File: src/branch_bit_flag_pkg.sv
// Constants, opcodes and register map for the branch, bit and flag execution slice
package branch_bit_flag_pkg;

    // Status register flag positions
    localparam int FLAG_C = 0;
    localparam int FLAG_Z = 1;
    localparam int FLAG_N = 2;
    localparam int FLAG_V = 3;
    localparam int FLAG_S = 4;
    localparam int FLAG_H = 5;
    localparam int FLAG_T = 6;
    localparam int FLAG_I = 7;

    // Register map, byte addresses
    localparam logic [7:0] ADDR_CTRL   = 8'h00;
    localparam logic [7:0] ADDR_STATUS = 8'h04;
    localparam logic [7:0] ADDR_PC     = 8'h08;
    localparam logic [7:0] ADDR_COUNT  = 8'h0c;

    // Field positions and reset values
    localparam int         CTRL_RUN_BIT = 0;
    localparam logic [7:0] STATUS_RST   = 8'h00;
    localparam logic       CTRL_RUN_RST = 1'b1;

    // Operations issued by the decode path
    typedef enum logic [5:0] {
        op_nop,
        op_branch_flag_clear_generic,
        op_branch_flag_set_generic,
        op_branch_on_equal,
        op_branch_on_not_equal,
        op_branch_on_carry_one,
        op_branch_on_carry_zero,
        op_branch_unsigned_same_higher,
        op_branch_unsigned_lower,
        op_branch_on_negative,
        op_branch_on_positive,
        op_branch_signed_ge,
        op_branch_signed_lt,
        op_branch_half_carry_one,
        op_branch_half_carry_zero,
        op_branch_transfer_bit_one,
        op_branch_transfer_bit_zero,
        op_branch_overflow_one,
        op_branch_overflow_zero,
        op_branch_irq_enabled,
        op_branch_irq_disabled,
        op_io_bit_force_one,
        op_io_bit_force_zero,
        op_shift_left_logical,
        op_shift_right_logical,
        op_rotate_left_carry,
        op_rotate_right_carry,
        op_shift_right_arith,
        op_bit_to_transfer_flag,
        op_transfer_flag_to_bit,
        op_flag_force_one_indexed,
        op_flag_force_zero_indexed,
        op_flag_force_one_named,
        op_flag_force_zero_named,
        op_global_irq_on,
        op_global_irq_off
    } op_t;

endpackage

File: src/branch_bit_flag_exec.sv
// Execution unit for flag branches, I/O bit ops, shifts, T-bit moves and flag set/clear
// Function
// - Generic branches taken when selected flag clear or set
// - Equal/not-equal branch on zero flag
// - Carry and unsigned branches on carry flag
// - Minus/plus branch on negative flag
// - Signed branches on negative xor overflow
// - Half-carry branches on half-carry flag
// - Transfer-bit branches on T flag
// - Overflow branches on overflow flag
// - Interrupt branches on global enable flag
// - I/O bit set, two cycles, no flags
// - I/O bit clear, two cycles, no flags
// - Logical shifts fill zero, update ZCNV
// - Left rotate through carry, update ZCNV
// - Right rotate through carry, update ZCNV
// - Arithmetic right shift keeps bit seven
// - Register bit copied into T flag
// - T flag copied into register bit
// - Set or clear exactly one status flag
module branch_bit_flag_exec
    import branch_bit_flag_pkg::*;
#(
    parameter int PC_W   = 12,                 // Program counter width in words
    parameter int OFFS_W = 7,                  // Branch offset width
    parameter int CNT_W  = 16                  // Retired instruction counter width
) (
    input  wire logic              pclk,          // Core clock
    input  wire logic              presetn,       // Async reset, active low
    input  wire logic              ce,            // Clock enable, freezes state
    input  wire logic              psel,          // APB select
    input  wire logic              penable,       // APB enable
    input  wire logic              pwrite,        // APB direction
    input  wire logic [7:0]        paddr,         // APB byte address
    input  wire logic [31:0]       pwdata,        // APB write data
    output logic                   pready,        // APB ready
    output logic      [31:0]       prdata,        // APB read data
    output logic                   pslverr,       // APB error, unmapped address
    input  wire logic              instr_valid,   // Decoded instruction present
    input  wire op_t               instr_op,      // Operation
    input  wire logic [2:0]        instr_flag,    // Flag index
    input  wire logic [2:0]        instr_bit,     // Bit index
    input  wire logic [OFFS_W-1:0] instr_offset,  // Signed branch offset
    input  wire logic [4:0]        instr_dst,     // Destination register
    input  wire logic [4:0]        instr_io_addr, // I/O register address
    input  wire logic [7:0]        reg_rdata,     // Source register value
    input  wire logic [7:0]        io_rdata,      // Addressed I/O register value
    output logic                   instr_ready,   // Unit accepts an instruction
    output logic                   rd_we,         // Register write pulse
    output logic      [4:0]        rd_waddr,      // Register write address
    output logic      [7:0]        rd_wdata,      // Register write data
    output logic                   io_we,         // I/O write pulse
    output logic      [4:0]        io_waddr,      // I/O write address
    output logic      [7:0]        io_wdata,      // I/O write data
    output logic      [PC_W-1:0]   pc,            // Program counter
    output logic                   pc_load,       // Pulse when a branch reloads pc
    output logic      [7:0]        status_register // Status flags
);

    typedef enum logic {st_run, st_stall} exec_state_t;

    exec_state_t      state;
    logic             ctrl_run;
    logic [CNT_W-1:0] retired;

    logic             accept;
    logic             is_branch;
    logic             taken;
    logic             multi;
    logic             res_we;
    logic             io_wr;

    logic [7:0]       next_status;
    logic [7:0]       next_res;
    logic [7:0]       next_io;
    logic [PC_W-1:0]  pc_inc;
    logic [PC_W-1:0]  pc_target;

    logic             apb_acc;
    logic             apb_wr;
    logic             apb_hit;
    logic [31:0]      apb_rd;

    // Branch decode: bit1 = is a branch, bit0 = condition true
    function automatic logic [1:0] branch_test(op_t op, logic [2:0] sel, logic [7:0] sr);
        logic [1:0] r;
        r = 2'b00;

        case (op)
            op_branch_flag_clear_generic:   r = {1'b1, ~sr[sel]};
            op_branch_flag_set_generic:     r = {1'b1, sr[sel]};
            op_branch_on_equal:             r = {1'b1, sr[FLAG_Z]};
            op_branch_on_not_equal:         r = {1'b1, ~sr[FLAG_Z]};
            op_branch_on_carry_one:         r = {1'b1, sr[FLAG_C]};
            op_branch_unsigned_lower:       r = {1'b1, sr[FLAG_C]};
            op_branch_on_carry_zero:        r = {1'b1, ~sr[FLAG_C]};
            op_branch_unsigned_same_higher: r = {1'b1, ~sr[FLAG_C]};
            op_branch_on_negative:          r = {1'b1, sr[FLAG_N]};
            op_branch_on_positive:          r = {1'b1, ~sr[FLAG_N]};
            op_branch_signed_ge:            r = {1'b1, ~(sr[FLAG_N] ^ sr[FLAG_V])};
            op_branch_signed_lt:            r = {1'b1, sr[FLAG_N] ^ sr[FLAG_V]};
            op_branch_half_carry_one:       r = {1'b1, sr[FLAG_H]};
            op_branch_half_carry_zero:      r = {1'b1, ~sr[FLAG_H]};
            op_branch_transfer_bit_one:     r = {1'b1, sr[FLAG_T]};
            op_branch_transfer_bit_zero:    r = {1'b1, ~sr[FLAG_T]};
            op_branch_overflow_one:         r = {1'b1, sr[FLAG_V]};
            op_branch_overflow_zero:        r = {1'b1, ~sr[FLAG_V]};
            op_branch_irq_enabled:          r = {1'b1, sr[FLAG_I]};
            op_branch_irq_disabled:         r = {1'b1, ~sr[FLAG_I]};
            default:                        r = 2'b00;
        endcase
        return r;
    endfunction

    // Shift and rotate: returns {carry out, result}
    function automatic logic [8:0] shift_calc(op_t op, logic [7:0] d, logic c);
        logic [8:0] r;
        r = {c, d};

        case (op)
            op_shift_left_logical:  r = {d[7], d[6:0], 1'b0};
            op_shift_right_logical: r = {d[0], 1'b0, d[7:1]};
            op_rotate_left_carry:   r = {d[7], d[6:0], c};
            op_rotate_right_carry:  r = {d[0], c, d[7:1]};
            op_shift_right_arith:   r = {d[0], d[7], d[7:1]};
            default:                r = {c, d};
        endcase
        return r;
    endfunction

    // Sign-extend the branch offset to pc width
    function automatic logic [PC_W-1:0] sext_offset(logic [OFFS_W-1:0] k);
        return {{(PC_W - OFFS_W){k[OFFS_W-1]}}, k};
    endfunction

    // Map a register offset to its read value, bit32 flags a hit
    function automatic logic [32:0] reg_read(logic [7:0] a, logic run, logic [7:0] sr,
                                             logic [PC_W-1:0] p, logic [CNT_W-1:0] n,
                                             logic busy);
        logic [32:0] r;
        r = '0;

        case (a)
            ADDR_CTRL:   r = {1'b1, 30'h0, busy, run};
            ADDR_STATUS: r = {1'b1, 24'h0, sr};
            ADDR_PC:     r = {1'b1, {(32 - PC_W){1'b0}}, p};
            ADDR_COUNT:  r = {1'b1, {(32 - CNT_W){1'b0}}, n};
            default:     r = '0;
        endcase
        return r;
    endfunction

    // Instruction handshake and pc arithmetic
    assign accept    = ce & instr_valid & instr_ready;
    assign pc_inc    = pc + {{(PC_W - 1){1'b0}}, 1'b1};
    assign pc_target = pc_inc + sext_offset(instr_offset);

    // Execute: flag, register and I/O results of the issued instruction
    always_comb begin
        logic [1:0] bt;
        logic [8:0] sh;
        bt          = branch_test(instr_op, instr_flag, status_register);
        sh          = shift_calc(instr_op, reg_rdata, status_register[FLAG_C]);
        is_branch   = bt[1];
        taken       = bt[1] & bt[0];
        next_status = status_register;
        next_res    = reg_rdata;
        next_io     = io_rdata;
        res_we      = 1'b0;
        io_wr       = 1'b0;
        case (instr_op)
            op_io_bit_force_one: begin
                next_io         = io_rdata;
                next_io[instr_bit] = 1'b1;
                io_wr           = 1'b1;
            end

            op_io_bit_force_zero: begin
                next_io         = io_rdata;
                next_io[instr_bit] = 1'b0;
                io_wr           = 1'b1;
            end

            op_shift_left_logical,
            op_shift_right_logical,
            op_rotate_left_carry,
            op_rotate_right_carry,
            op_shift_right_arith: begin
                next_res            = sh[7:0];
                res_we              = 1'b1;
                next_status[FLAG_C] = sh[8];
                next_status[FLAG_Z] = (sh[7:0] == 8'h00);
                next_status[FLAG_N] = sh[7];
                next_status[FLAG_V] = sh[7] ^ sh[8];
            end

            op_bit_to_transfer_flag: begin
                next_status[FLAG_T] = reg_rdata[instr_bit];
            end

            op_transfer_flag_to_bit: begin
                next_res            = reg_rdata;
                next_res[instr_bit] = status_register[FLAG_T];
                res_we              = 1'b1;
            end

            op_flag_force_one_indexed,
            op_flag_force_one_named: begin
                next_status[instr_flag] = 1'b1;
            end

            op_flag_force_zero_indexed,
            op_flag_force_zero_named: begin
                next_status[instr_flag] = 1'b0;
            end

            op_global_irq_on: begin
                next_status[FLAG_I] = 1'b1;
            end

            op_global_irq_off: begin
                next_status[FLAG_I] = 1'b0;
            end

            default: begin
                next_status = status_register;
            end
        endcase
    end

    // Taken branches and I/O bit ops occupy a second cycle
    assign multi = taken | io_wr;

    // APB decode: access phase, completing edge and address hit
    assign apb_acc = psel & penable;
    assign apb_wr  = apb_acc & pready & pwrite;
    assign {apb_hit, apb_rd} = reg_read(paddr, ctrl_run, status_register, pc, retired,
                                        state == st_stall);

    // Sequencer: one stall cycle after a multi-cycle instruction
    always_ff @(posedge pclk or negedge presetn) begin
        if (!presetn) begin
            state       <= st_run;
            instr_ready <= 1'b0;
        end else if (ce) begin
            case (state)
                st_run: begin
                    if (accept && multi) begin
                        state       <= st_stall;
                        instr_ready <= 1'b0;
                    end else begin
                        instr_ready <= ctrl_run;
                    end
                end

                st_stall: begin
                    state       <= st_run;
                    instr_ready <= ctrl_run;
                end

                default: begin
                    state       <= st_run;
                    instr_ready <= 1'b0;
                end
            endcase
        end
    end

    // Program counter: advance by one, or reload on a taken branch
    always_ff @(posedge pclk or negedge presetn) begin
        if (!presetn) begin
            pc      <= '0;
            pc_load <= 1'b0;
        end else if (ce) begin
            pc_load <= accept & taken;

            if (accept) begin
                pc <= taken ? pc_target : pc_inc;
            end else if (apb_wr && paddr == ADDR_PC) begin
                pc <= pwdata[PC_W-1:0];
            end
        end
    end

    // Status flags: an executing non-branch instruction wins over a software write
    always_ff @(posedge pclk or negedge presetn) begin
        if (!presetn) begin
            status_register <= STATUS_RST;
        end else if (ce) begin
            if (accept && !is_branch) begin
                status_register <= next_status;
            end else if (apb_wr && paddr == ADDR_STATUS) begin
                status_register <= pwdata[7:0];
            end
        end
    end

    // Register file write port
    always_ff @(posedge pclk or negedge presetn) begin
        if (!presetn) begin
            rd_we    <= 1'b0;
            rd_waddr <= 5'h00;
            rd_wdata <= 8'h00;
        end else if (ce) begin
            rd_we <= accept & res_we;

            if (accept && res_we) begin
                rd_waddr <= instr_dst;
                rd_wdata <= next_res;
            end
        end
    end

    // I/O write port, driven in the second cycle of a bit op
    always_ff @(posedge pclk or negedge presetn) begin
        if (!presetn) begin
            io_we    <= 1'b0;
            io_waddr <= 5'h00;
            io_wdata <= 8'h00;
        end else if (ce) begin
            io_we <= accept & io_wr;

            if (accept && io_wr) begin
                io_waddr <= instr_io_addr;
                io_wdata <= next_io;
            end
        end
    end

    // Control register: run enable gates instruction acceptance
    always_ff @(posedge pclk or negedge presetn) begin
        if (!presetn) begin
            ctrl_run <= CTRL_RUN_RST;
        end else if (ce) begin
            if (apb_wr && paddr == ADDR_CTRL) begin
                ctrl_run <= pwdata[CTRL_RUN_BIT];
            end
        end
    end

    // Retired instruction counter, a write clears it; a retire in that cycle counts
    always_ff @(posedge pclk or negedge presetn) begin
        if (!presetn) begin
            retired <= '0;
        end else if (ce) begin
            if (apb_wr && paddr == ADDR_COUNT) begin
                retired <= accept ? {{(CNT_W - 1){1'b0}}, 1'b1} : '0;
            end else if (accept) begin
                retired <= retired + {{(CNT_W - 1){1'b0}}, 1'b1};
            end
        end
    end

    // APB slave: one wait state, read data and error captured with ready
    always_ff @(posedge pclk or negedge presetn) begin
        if (!presetn) begin
            pready  <= 1'b0;
            prdata  <= 32'h0000_0000;
            pslverr <= 1'b0;
        end else if (ce) begin
            pready <= apb_acc & ~pready;
            if (apb_acc && !pready) begin
                prdata  <= pwrite ? 32'h0000_0000 : apb_rd;
                pslverr <= ~apb_hit;
            end else begin
                prdata  <= 32'h0000_0000;
                pslverr <= 1'b0;
            end
        end
    end

endmodule

File: config.mk
export PLATFORM = sky130hd
export DESIGN_NAME = branch_bit_flag_exec
export DESIGN_NICKNAME = d
export VERILOG_FILES = /design/src/branch_bit_flag_pkg.sv /design/src/branch_bit_flag_exec.sv
export SDC_FILE = /design/constraint.sdc
export NUM_CORES = 1
export LEC_CHECK = 0
export ABC_AREA = 1
export BUFFER_PORTS_ARGS = -buffer_cell sky130_fd_sc_hd__buf_2
export CORE_AREA = 2 2 119 121
export DETAILED_ROUTE_END_ITERATION = 7
export DIE_AREA = 0 0 121 123
export PLACE_DENSITY = 0.86
export SLEW_MARGIN = 20
export SYNTH_ARGS = -nofsm -noshare
export SYNTH_HDL_FRONTEND = slang
export SYNTH_SLANG_ARGS = --single-unit
File: constraint.sdc
create_clock -name pclk -period 2.85 [get_ports pclk]
set_clock_uncertainty 0.2 [all_clocks]
set_input_delay 0.57 -clock pclk [delete_from_list [all_inputs] [get_ports pclk]]
set_output_delay 0.57 -clock pclk [all_outputs]
set_load 0.02 [all_outputs]
==> results of run 1 <==
## power groups by stage
stage / clock [mW] / combinational (mW) / sequential (mW)
6_report: 1.39 / 2.50 / 1.79
5_1_grt: 1.44 / 2.77 / 1.81
4_1_cts: 1.39 / 2.33 / 1.76
3_5_place_dp: 0 / 2.31 / 1.78
3_3_place_gp: 0 / 2.25 / 1.77
2_1_floorplan: 0 / 1.40 / 1.92
## cells in the final DEF (no fill, tap or decap), types with 13 or more instances in the layout
master,instances
conb_1,16
o21ai_0,63
nor3_1,15
nand3_1,80
nand2_2,15
a21oi_1,37
nor2_1,91
inv_2,15
o21ai_1,13
buf_2,138
inv_1,100
buf_4,35
xor2_1,16
dfrtp_1,82
nand4_1,21
nand2_1,279
## Yosys cell counts, drive strengths merged, types with 4 or more instances
cell type  number
a21oi          40
nand4          22
inv           115
nand2         295
ha             15
clkbuf          5
mux2            5
nor2          107
nand3          84
xnor2           4
o21a            5
buf            32
nor3           15
o21ai          76
xor2           19
a31oi           5
dfrtp          85
o22ai          10
a22oi           4
## repair_timing
action,4_1_cts,5_1_grt
endpoints found under the setup margin,2,6
gates cloned,0,0
hold buffers,1,0
setup buffers,0,2
hold endpoints to repair,26,0
pin swaps,0,15
resized for setup,1,35
## flip-flops by register name (all words and copies together), names as in the netlist, named ones only
register and count:
instr_ready 1, status_register 6, io_we 1, state 1, ctrl_run 1, pc_load 1, rd_wdata 8, rd_waddr 5
retired 16, io_wdata 8, pc 12, rd_we 1, prdata 16, pready 1, io_waddr 5, pslverr 1
## logic make-up after synthesis
kind of cell	synth area share (%)
XOR/XNOR	3.09
buffers and inverters	10.3
adder cells (fa/ha/maj)	3.19
flip-flops	33.1
other	0.0576
multiplexers	1.33
AND/OR/NAND/NOR	35.5
AO/OA/AOI/OAI	13.5
## routing by layer
| metal | global-route usage (%) | vias to the layer above |
|---|---|---|
| met5 | 0 | - |
| met2 | 44.8 | 363 |
| li1 | - | 3477 |
| met4 | 8.21 | 0 |
| met1 | 33.1 | 3325 |
| met3 | 6.09 | 52 |
## worst min-delay path, cell delays in order
cell,delay [ns]
buf_2,0.08
nand2_1,0.04
nand2_1,0.05
## area by class of cell
| class | count | area [um2] |
|---|---|---|
| multi-input cells | 751 | 3870 |
| flip-flops and latches | 86 | 2160 |
| well taps | 180 | 225 |
| clock inverters | 6 | 118 |
| inverters | 115 | 432 |
| clock buffers | 10 | 229 |
| repair buffers | 174 | 963 |
| fillers | 1263 | 5610 |
## through the flow
stage | setup slack (ns) | power, mW | area [um2] | TNS [ns] | util, %
6_report | 0.0378 | 5.68 | 8000 | 0 | 58.8
5_1_grt | -0.0774 | 6.02 | 8000 | -0.167 | 58.8
2_1_floorplan | 0.0170 | 3.33 | 6570 | 0 | -
4_1_cts | -0.0204 | 5.48 | 7850 | -0.0220 | 57.7
3_3_place_gp | 0.0457 | 4.02 | 7490 | 0 | 55.0
3_5_place_dp | -0.0275 | 4.09 | 7490 | -0.0275 | 55.0
## worst paths after layout
path                                     startpoint                 endpoint  slack [ns]  cells after the start
worst max-delay path              pc[1]$_DFFE_PN0P_       pc[11]$_DFFE_PN0P_        0.04                     18
worst min-delay path                   instr_dst[0]  rd_waddr[0]$_DFFE_PN0P_        0.23                      3
worst max register to register    pc[1]$_DFFE_PN0P_       pc[11]$_DFFE_PN0P_        0.04                     18
worst min register to register  pc_load$_DFFE_PN0P_      pc_load$_DFFE_PN0P_        0.27                      2
max in group asynchronous                   presetn   retired[0]$_DFFE_PN0P_        1.28                      3
min in group asynchronous                   presetn  rd_wdata[0]$_DFFE_PN0P_        0.54                      2
==> impl_metrics.py, run 1 <==
metrics = {
    "cells_and_area": {
        "finalNetCount": 1245,
        "drive_gt1_share_pct": 22.9,
        "fin_cells": 1322,
        "area_growth_pct": 22.9,
        "diodes": 0,
    },
    "route": {
        "drtPass1Iterations": 5,
        "post_drt_wl_per_cell_um": 15.1,
        "num_vias": 7217,
        "antenna_left": 0,
        "drc_errors": 0,
        "wl_met3_um": 1800,
        "drt_iter0_drc": 708,
        "top_layer": "met4",
        "avgViaCountPerCell": 5.46,
        "drt-total-wl_um": 20000,
        "routed-wl-met2_um": 9740,
        "met1_length_um": 7980,
    },
    "grt": {
        "grt_pass1_vias": 6610,
        "grt_overflow_total": 0,
        "grt_max_degree": 38,
        "grt_pass1_wl_um": 31300,
        "grt_antenna_before_repair": 0,
        "grt_usage_pct": 26.2,
    },
    "sta": {
        "final_hold_viol_count": 0,
        "fin_crit_ns": 2.81,
        "slew_headroom_pct": 55.5,
        "finalMaxSlewViolations": 0,
        "rsz0062_at_grt": "yes",
        "hold_ws_ns": 0.229,
        "timing.fmax_mhz": 356,
        "finalSetupViolations": 0,
        "tightest_slew_ns": 0.658,
        "fin_crit_sh_pct": 98.7,
    },
    "synthesis": {
        "synth_cell_types": 50,
        "yosys.area.top_type": "dfrtp_1",
        "synth_area_leaders": "dfrtp_1 33%, nand2_1 16%, nand3_1 6.2%, inv_1 5.9%, nor2_1 5.7%",
        "synth.cell_area_um2": 6510,
        "synth_top_area_share_pct": 32.7,
        "synth_edf_count": 0,
        "synth_seq_cells": 86,
        "synthCells": 974,
        "ys_warn_count": 0,
        "ys_seq_area_share_pct": 33.1,
        "synth_ff_type": "dfrtp_1",
        "synthArstFlopShare_pct": 100,
        "avgSynthCellArea_um2": 6.68,
    },
    "worst_setup_path": {
        "crit_chain": "ha_4 > nand2_2 > nor2_4 > nand3_2 > nor2_4 > nand2_2 > xor2_2 > inv_2 > ha_4 > a21o_1 > a21oi_1 > nand2_1 > o21ai_1 > nand2_1 > nand2_1 > nand3_1 > nand2_1 > nand2_1",
        "worst_ep_required_time_ns": 2.89,
        "critPathMostFrequentCell": "nand2_1",
        "cp_num_buf_inv": 1,
        "crit_fanout": 5,
        "critical_path_class": "reg2reg",
        "cp_top_family": "simple AND/OR/NAND/NOR gates",
        "critPathArrivalTime_ns": 2.86,
        "start_kind": "flip-flop",
        "crit_path_top_delay_cell": "dfrtp_1",
        "slowest_delay_ns": 0.40,
        "setup.worst_path.end_class": "flip-flop",
    },
    "clock_tree": {
        "clk_latency_ns": 0.34,
        "cts_buffer_depth": 2,
        "cts_buffers": 9,
        "cts_root_buffer": "clkbuf_16",
        "tritoncts": "yes",
        "cts.sinks": 86,
        "h-tree-depth": 3,
        "clk_pin_slew_worst_paths_ns": 0.07,
    },
    "pwr": {
        "combPwrFrac_pct": 44.0,
        "internal_power_mw": 3.26,
        "p_per_area_nw_per_um2": 710,
        "p_clk_share_pct": 24.5,
        "max-vdd-ir-drop_mv": 0.424,
        "seq_power_share_pct": 31.5,
        "p_leak_nw": 4.39,
        "swShare_pct": 42.6,
        "power_switching_mw": 2.42,
    },
    "die": {
        "rows": 43,
        "die_area_um2": 14900,
        "coreArea_um2": 13600,
        "initial_core_util_pct": 47.8,
        "io_pins": 176,
        "die_h_um": 123,
        "die_w_um": 121,
    },
    "hold_path": {
        "hp-class": "in2reg",
    },
    "place": {
        "place.gp.congestion": 0.942,
        "io_buffers": 139,
        "dp_hpwl_um": 15200,
        "dp_cells": 1303,
    },
    "flow_run": {
        "maxCapViolations": 0,
    },
    "run_status": {
        "status": "complete, no violations",
    },
}
No activity file was read; power rests on OpenSTA's default activity.
==> run 2, diff against run 1 <==
--- a/config.mk
+++ b/config.mk
@@ -11,6 +11,7 @@
 export DETAILED_ROUTE_END_ITERATION = 7
 export DIE_AREA = 0 0 121 123
 export PLACE_DENSITY = 0.86
+export REMOVE_ABC_BUFFERS = 1
 export SLEW_MARGIN = 20
 export SYNTH_ARGS = -nofsm -noshare
 export SYNTH_HDL_FRONTEND = slang
==> run 2 against run 1 <==
  * The flow now finishes with violations (negative hold slack)
  * Final cell count hardly changed
  * Die area stayed put
  * Sequential power hardly changed
  * First-iteration DRC count is 0.42% higher
  * Critical path depth is 2 lower
  * Fmax is 0.62% higher
  * Critical path type unchanged
==> impl_metrics.py, run 2 (synthesis results as in run 1) <==
metrics = {
    "run_status": {
        "status": "finished with violations",
        "violations": "negative hold slack",
    },
    "grt": {
        "grt_overflow_total": 0,
        "grt_usage_pct": 26.1,
        "use_met2_pct": 43.5,
        "grt_antenna_before_repair": 0,
        "busiest_layer": "met2",
        "use_met1_pct": 33.9,
        "grt_pass1_vias": 6507,
        "grt_max_degree": 50,
        "grt_pass1_wl_um": 31100,
        "met3_usage_pct": 5.17,
    },
    "route": {
        "drt-total-wl_um": 19700,
        "antenna_left": 0,
        "drc_errors": 0,
        "post_drt_wl_per_cell_um": 14.9,
        "avgViaCountPerCell": 5.42,
        "drt_iter0_drc": 711,
        "drtPass1Iterations": 6,
        "num_vias": 7177,
    },
    "cells_and_area": {
        "final_cell_mix": "279 x nand2_1, 138 x buf_2, 102 x inv_1",
        "final_common_cell": "nand2_1",
        "final_core_util_pct": 59.0,
        "diodes": 0,
        "fin_cells": 1323,
        "drive_gt1_share_pct": 23.8,
        "final_area_um2": 8030,
        "multi_input_comb_area_um2": 3940,
        "area_growth_pct": 23.4,
        "finalNetCount": 1246,
        "reg_top3": "prdata x16, retired x16, pc x12",
        "register_area_um2": 2160,
        "num-fill-cells": 1276,
    },
    "worst_setup_path": {
        "cp_top_family": "simple AND/OR/NAND/NOR gates",
        "setup.worst_path.end_class": "flip-flop",
        "critPathArrivalTime_ns": 2.86,
        "rrSetupSlack_ns": 0.06,
        "slowest_delay_ns": 0.35,
        "critPathMostFrequentCell": "nand2_1",
        "crit_fanout": 4,
        "cp-startpoint": "pc[1]$_DFFE_PN0P_",
        "start_kind": "flip-flop",
        "critical_path_class": "reg2reg",
        "crit_chain": "buf_4 > nand2_1 > nor2_4 > nand2_1 > nor2_2 > xor2_2 > ha_4 > nand2_1 > nand2_1 > a31oi_4 > nand4_1 > nand2_1 > inv_1 > nand2_1 > nand3_1 > a21oi_1",
        "rr_startpoint": "pc[1]$_DFFE_PN0P_",
        "cp_num_buf_inv": 2,
        "worst_ep_required_time_ns": 2.92,
        "crit_path_top_delay_cell": "dfrtp_1",
    },
    "hold_path": {
        "hp-class": "in2async",
    },
    "sta": {
        "timing.fmax_mhz": 358,
        "hold_ws_ns": -0.00281,
        "tightest_slew_ns": 0.647,
        "fin_crit_ns": 2.79,
        "finalWorstSetupSlack_ns": 0.0552,
        "slew_headroom_pct": 56.2,
        "rsz0062_at_grt": "yes",
        "final_hold_viol_count": 7,
        "setup_tns_ns": 0,
        "fin_crit_sh_pct": 98.1,
        "finalSetupViolations": 0,
        "finalMaxSlewViolations": 0,
    },
    "clock_tree": {
        "cts_buffers": 9,
        "cts_buffer_depth": 2,
        "clk_latency_ns": 0.35,
        "clk_pin_slew_worst_paths_ns": 0.07,
        "cts_root_buffer": "clkbuf_16",
        "cts.sinks": 86,
        "tritoncts": "yes",
        "h-tree-depth": 3,
    },
    "place": {
        "io_buffers": 139,
        "placed_area_um2": 7510,
        "dp_slack_ns": 0.000603,
        "dp_cells": 1304,
        "dp_hpwl_um": 15000,
        "place.gp.congestion": 0.958,
    },
    "die": {
        "coreArea_um2": 13600,
        "rows": 43,
        "die_h_um": 123,
        "die_area_um2": 14900,
        "io_pins": 176,
        "initial_core_util_pct": 47.8,
        "die_w_um": 121,
    },
    "pwr": {
        "p_per_area_nw_per_um2": 691,
        "p_leak_nw": 4.38,
        "max-vdd-ir-drop_mv": 0.420,
        "power_mw": 5.55,
    },
    "flow_run": {
        "maxCapViolations": 0,
    },
}
==> run 2: path summary, 6_finish.rpt <==
check	end	cells after the start
hold / removal	io_wdata[3]$_DFFE_PN0P_	1
max in group asynchronous	ctrl_run$_DFFE_PN1P_	2
setup / recovery	pc[10]$_DFFE_PN0P_	16
hold reg to reg	rd_waddr[1]$_DFFE_PN0P_	2
min in group pclk	rd_waddr[2]$_DFFE_PN0P_	3
setup reg to reg	pc[10]$_DFFE_PN0P_	16
==> run 2: power by group <==
group          switching [mW]  internal [mW]  leakage [nW]
Sequential              0.304           1.47          1.08
Combinational            1.61          0.958          3.16
Clock                   0.529          0.681         0.142
Total                    2.44           3.11          4.38
==> run 2: timing repair <==
action | 4_1_cts | 5_1_grt
pin swaps | 0 | 19
endpoints found under the setup margin | 2 | 6
hold buffers | 0 | 0
buffers inserted | 1 | 2
gates resized for setup | 2 | 43
==> run 2: per-layer routing <==
layer	share of wire, %	routed length [um]
met4	2.1	408
met1	41	8140
met2	48	9450
met5	0	0
met3	8.9	1750
==> run 2: cell type report <==
| type | count | share of cell area [%] |
|---|---|---|
| multi-input cells | 751 | 49.0 |
| flip-flops and latches | 86 | 26.9 |
| repair buffers | 175 | 12.2 |
| inverters | 115 | 5.37 |
| clock buffers | 9 | 2.80 |
| well taps | 180 | 2.80 |
| clock inverters | 7 | 0.904 |
==> run 2: worst reg2reg max path: stages (launching register included) <==
cell,delay [ns]
dfrtp_1,0.35
buf_4,0.13
nand2_1,0.10
nor2_4,0.22
nand2_1,0.13
nor2_2,0.15
xor2_2,0.26
ha_4,0.26
nand2_1,0.06
nand2_1,0.08
a31oi_4,0.17
nand4_1,0.13
nand2_1,0.09
inv_1,0.04
nand2_1,0.06
nand3_1,0.11
a21oi_1,0.16
==> run 3, diff against run 2 <==
--- a/config.mk
+++ b/config.mk
@@ -7,10 +7,10 @@
 export LEC_CHECK = 0
 export ABC_AREA = 1
 export BUFFER_PORTS_ARGS = -buffer_cell sky130_fd_sc_hd__buf_2
-export CORE_AREA = 2 2 119 121
+export CORE_AREA = 2 2 120 122
 export DETAILED_ROUTE_END_ITERATION = 7
-export DIE_AREA = 0 0 121 123
-export PLACE_DENSITY = 0.86
+export DIE_AREA = 0 0 122 124
+export PLACE_DENSITY = 0.85
 export REMOVE_ABC_BUFFERS = 1
 export SLEW_MARGIN = 20
 export SYNTH_ARGS = -nofsm -noshare
==> run 3 against run 2 <==
  * Combinational power up 4%
  * Utilization up 0.27 points
  * Via count up 0.42%
  * Non-clock buffer count up 3
  * Critical path depth up 4
  * Worst hold slack better by 0.23 ns
  * Fmax down 2.6%
  * The flow finishes with violations (negative setup slack)
  * First-iteration DRC count down 17%
  * Power up 2.0%
==> impl_metrics.py, run 3 (synthesis results as in run 1) <==
metrics = {
    "clock_tree": {
        "cts_buffer_depth": 2,
        "clk_pin_slew_worst_paths_ns": 0.07,
        "cts_root_buffer": "clkbuf_16",
        "clk_latency_ns": 0.34,
        "h-tree-depth": 3,
        "cts_buffers": 9,
        "cts.sinks": 86,
        "tritoncts": "yes",
    },
    "cells_and_area": {
        "reg_top3": "prdata x16, retired x16, pc x12",
        "fin_cells": 1326,
        "diodes": 0,
        "final_area_um2": 8130,
        "drive_gt1_share_pct": 24.0,
        "final_cell_mix": "275 x nand2_1, 138 x buf_2, 101 x inv_1",
        "area_growth_pct": 24.9,
        "finalNetCount": 1249,
        "final_common_cell": "nand2_1",
        "num-fill-cells": 1267,
    },
    "sta": {
        "setup_tns_ns": -0.0180,
        "tightest_slew_ns": 0.679,
        "timing.fmax_mhz": 349,
        "finalWorstSetupSlack_ns": -0.0180,
        "hold_ws_ns": 0.229,
        "final_hold_viol_count": 0,
        "fin_crit_sh_pct": 101,
        "rsz0062_at_grt": "yes",
        "finalMaxSlewViolations": 0,
        "finalSetupViolations": 1,
        "fin_crit_ns": 2.87,
        "slew_headroom_pct": 54.1,
    },
    "hold_path": {
        "hold_end": "rd_waddr[1]$_DFFE_PN0P_",
        "hold_depth": 3,
        "hp-class": "in2reg",
        "min_from": "instr_dst[1]",
    },
    "die": {
        "io_pins": 176,
        "die_area_um2": 15100,
        "die_w_um": 122,
        "die_h_um": 124,
        "rows": 43,
        "initial_core_util_pct": 47.5,
        "coreArea_um2": 13700,
    },
    "route": {
        "avgViaCountPerCell": 5.44,
        "drtPass1Iterations": 5,
        "drc_errors": 0,
        "post_drt_wl_per_cell_um": 15.1,
        "drt_iter0_drc": 593,
        "num_vias": 7207,
        "antenna_left": 0,
        "drt-total-wl_um": 20000,
    },
    "worst_setup_path": {
        "critical_path_class": "reg2reg",
        "worst_ep_required_time_ns": 2.89,
        "rr_startpoint": "pc[0]$_DFFE_PN0P_",
        "slowest_delay_ns": 0.42,
        "rrSetupSlack_ns": -0.02,
        "crit_fanout": 3,
        "crit_path_top_delay_cell": "dfrtp_1",
        "rr_endpoint": "pc[11]$_DFFE_PN0P_",
        "setup.worst_path.end_class": "flip-flop",
        "critPathArrivalTime_ns": 2.90,
        "crit_chain": "ha_4 > nand2_4 > nor2_4 > nand3_4 > nor2_4 > nand2_2 > xor2_2 > inv_1 > ha_4 > nand2_1 > nor2_1 > nand2_1 > nor2_2 > nor2_1 > nand3_1 > nand2_1 > nand2_1 > nand3_1 > nand2_1 > nand2_1",
        "reg2reg_depth": 20,
        "critPathMostFrequentCell": "nand2_1",
        "start_kind": "flip-flop",
    },
    "place": {
        "dp_hpwl_um": 15000,
        "placed_area_um2": 7490,
        "dp_cells": 1302,
        "io_buffers": 139,
        "place.gp.congestion": 0.936,
    },
    "pwr": {
        "seq_power_share_pct": 31.2,
        "p_clk_share_pct": 21.3,
        "swShare_pct": 43.6,
        "p_per_area_nw_per_um2": 696,
        "power_switching_mw": 2.47,
        "max-vdd-ir-drop_mv": 0.446,
        "power_mw": 5.66,
        "internal_power_mw": 3.19,
        "p_leak_nw": 4.42,
        "combPwrFrac_pct": 47.4,
    },
    "grt": {
        "grt_pass1_wl_um": 30700,
        "grt_pass1_vias": 6427,
        "grt_usage_pct": 25.5,
        "grt_overflow_total": 0,
        "grt_antenna_before_repair": 0,
        "grt_max_degree": 57,
    },
    "flow_run": {
        "maxCapViolations": 0,
    },
    "run_status": {
        "violations": "negative setup slack",
        "status": "finished with violations",
    },
}
## run 3: power groups by stage
stage	Clock, mW	Combinational (mW)	Sequential (mW)
after floorplan	0	1.36	1.92
after global placement	0	2.27	1.75
after detailed placement	0	2.33	1.75
after CTS	1.22	2.34	1.74
after global routing	1.27	2.97	1.80
final	1.21	2.68	1.77
## run 3: layer usage
metal | track usage, % | part of all wire [%] | routed length [um] | vias to the layer above
met5 | 0 | 0 | 0 | -
met4 | 7.90 | 2.7 | 543 | 0
met3 | 4.35 | 8.5 | 1700 | 53
met2 | 43.6 | 48 | 9590 | 362
met1 | 33.0 | 41 | 8190 | 3312
li1 | - | - | - | 3480
## run 3: worst max path at each step
| stage | startpoint | end | slack, ns |
|---|---|---|---|
| after CTS | pc[0]$_DFFE_PN0P_ | pc[11]$_DFFE_PN0P_ | 0.003 |
| after floorplan | pc[1]$_DFFE_PN0P_ | pc[11]$_DFFE_PN0P_ | -0.01 |
| final | pc[0]$_DFFE_PN0P_ | pc[11]$_DFFE_PN0P_ | -0.02 |
| after global routing | pc[0]$_DFFE_PN0P_ | pc[11]$_DFFE_PN0P_ | -0.20 |
| after detailed placement | pc[0]$_DFFE_PN0P_ | pc[11]$_DFFE_PN0P_ | -0.04 |
| after global placement | pc[0]$_DFFE_PN0P_ | pc[11]$_DFFE_PN0P_ | 0.03 |
## run 3: timing repair
| item | in CTS | in global routing |
|---|---|---|
| pin swaps | 0 | 12 |
| hold buffers | 1 | 0 |
| gates resized for setup | 2 | 52 |
| endpoints found under the setup margin | 3 | 6 |
| setup buffers | 0 | 7 |
| endpoints found under the hold margin | 30 | 0 |
## run 3: cell type report
class / instances / area (um2) / share of cell area (%)
inverters: 115 / 432 / 5.31
multi-input cells: 751 / 3990 / 49.1
clock inverters: 4 / 53.8 / 0.662
well taps: 180 / 225 / 2.77
repair buffers: 178 / 1030 / 12.7
clock buffers: 12 / 246 / 3.03
flip-flops and latches: 86 / 2150 / 26.5
## run 3: stage by stage
| step | util, % | setup slack (ns) |
|---|---|---|
| after floorplan | - | -0.0122 |
| after global placement | 54.6 | 0.0302 |
| after detailed placement | 54.6 | -0.0366 |
| after CTS | 57.0 | 0.00323 |
| after global routing | 59.3 | -0.196 |
| final | 59.3 | -0.0180 |
## run 3: critical path: cells and delay by family, from the launching register on
kind / cells / cell delay [ns]
adder cells (fa/ha/maj): 2 / 0.47
buffers and inverters: 1 / 0.10
AND/OR/NAND/NOR: 16 / 1.37
XOR/XNOR: 1 / 0.19
flip-flops: 1 / 0.42
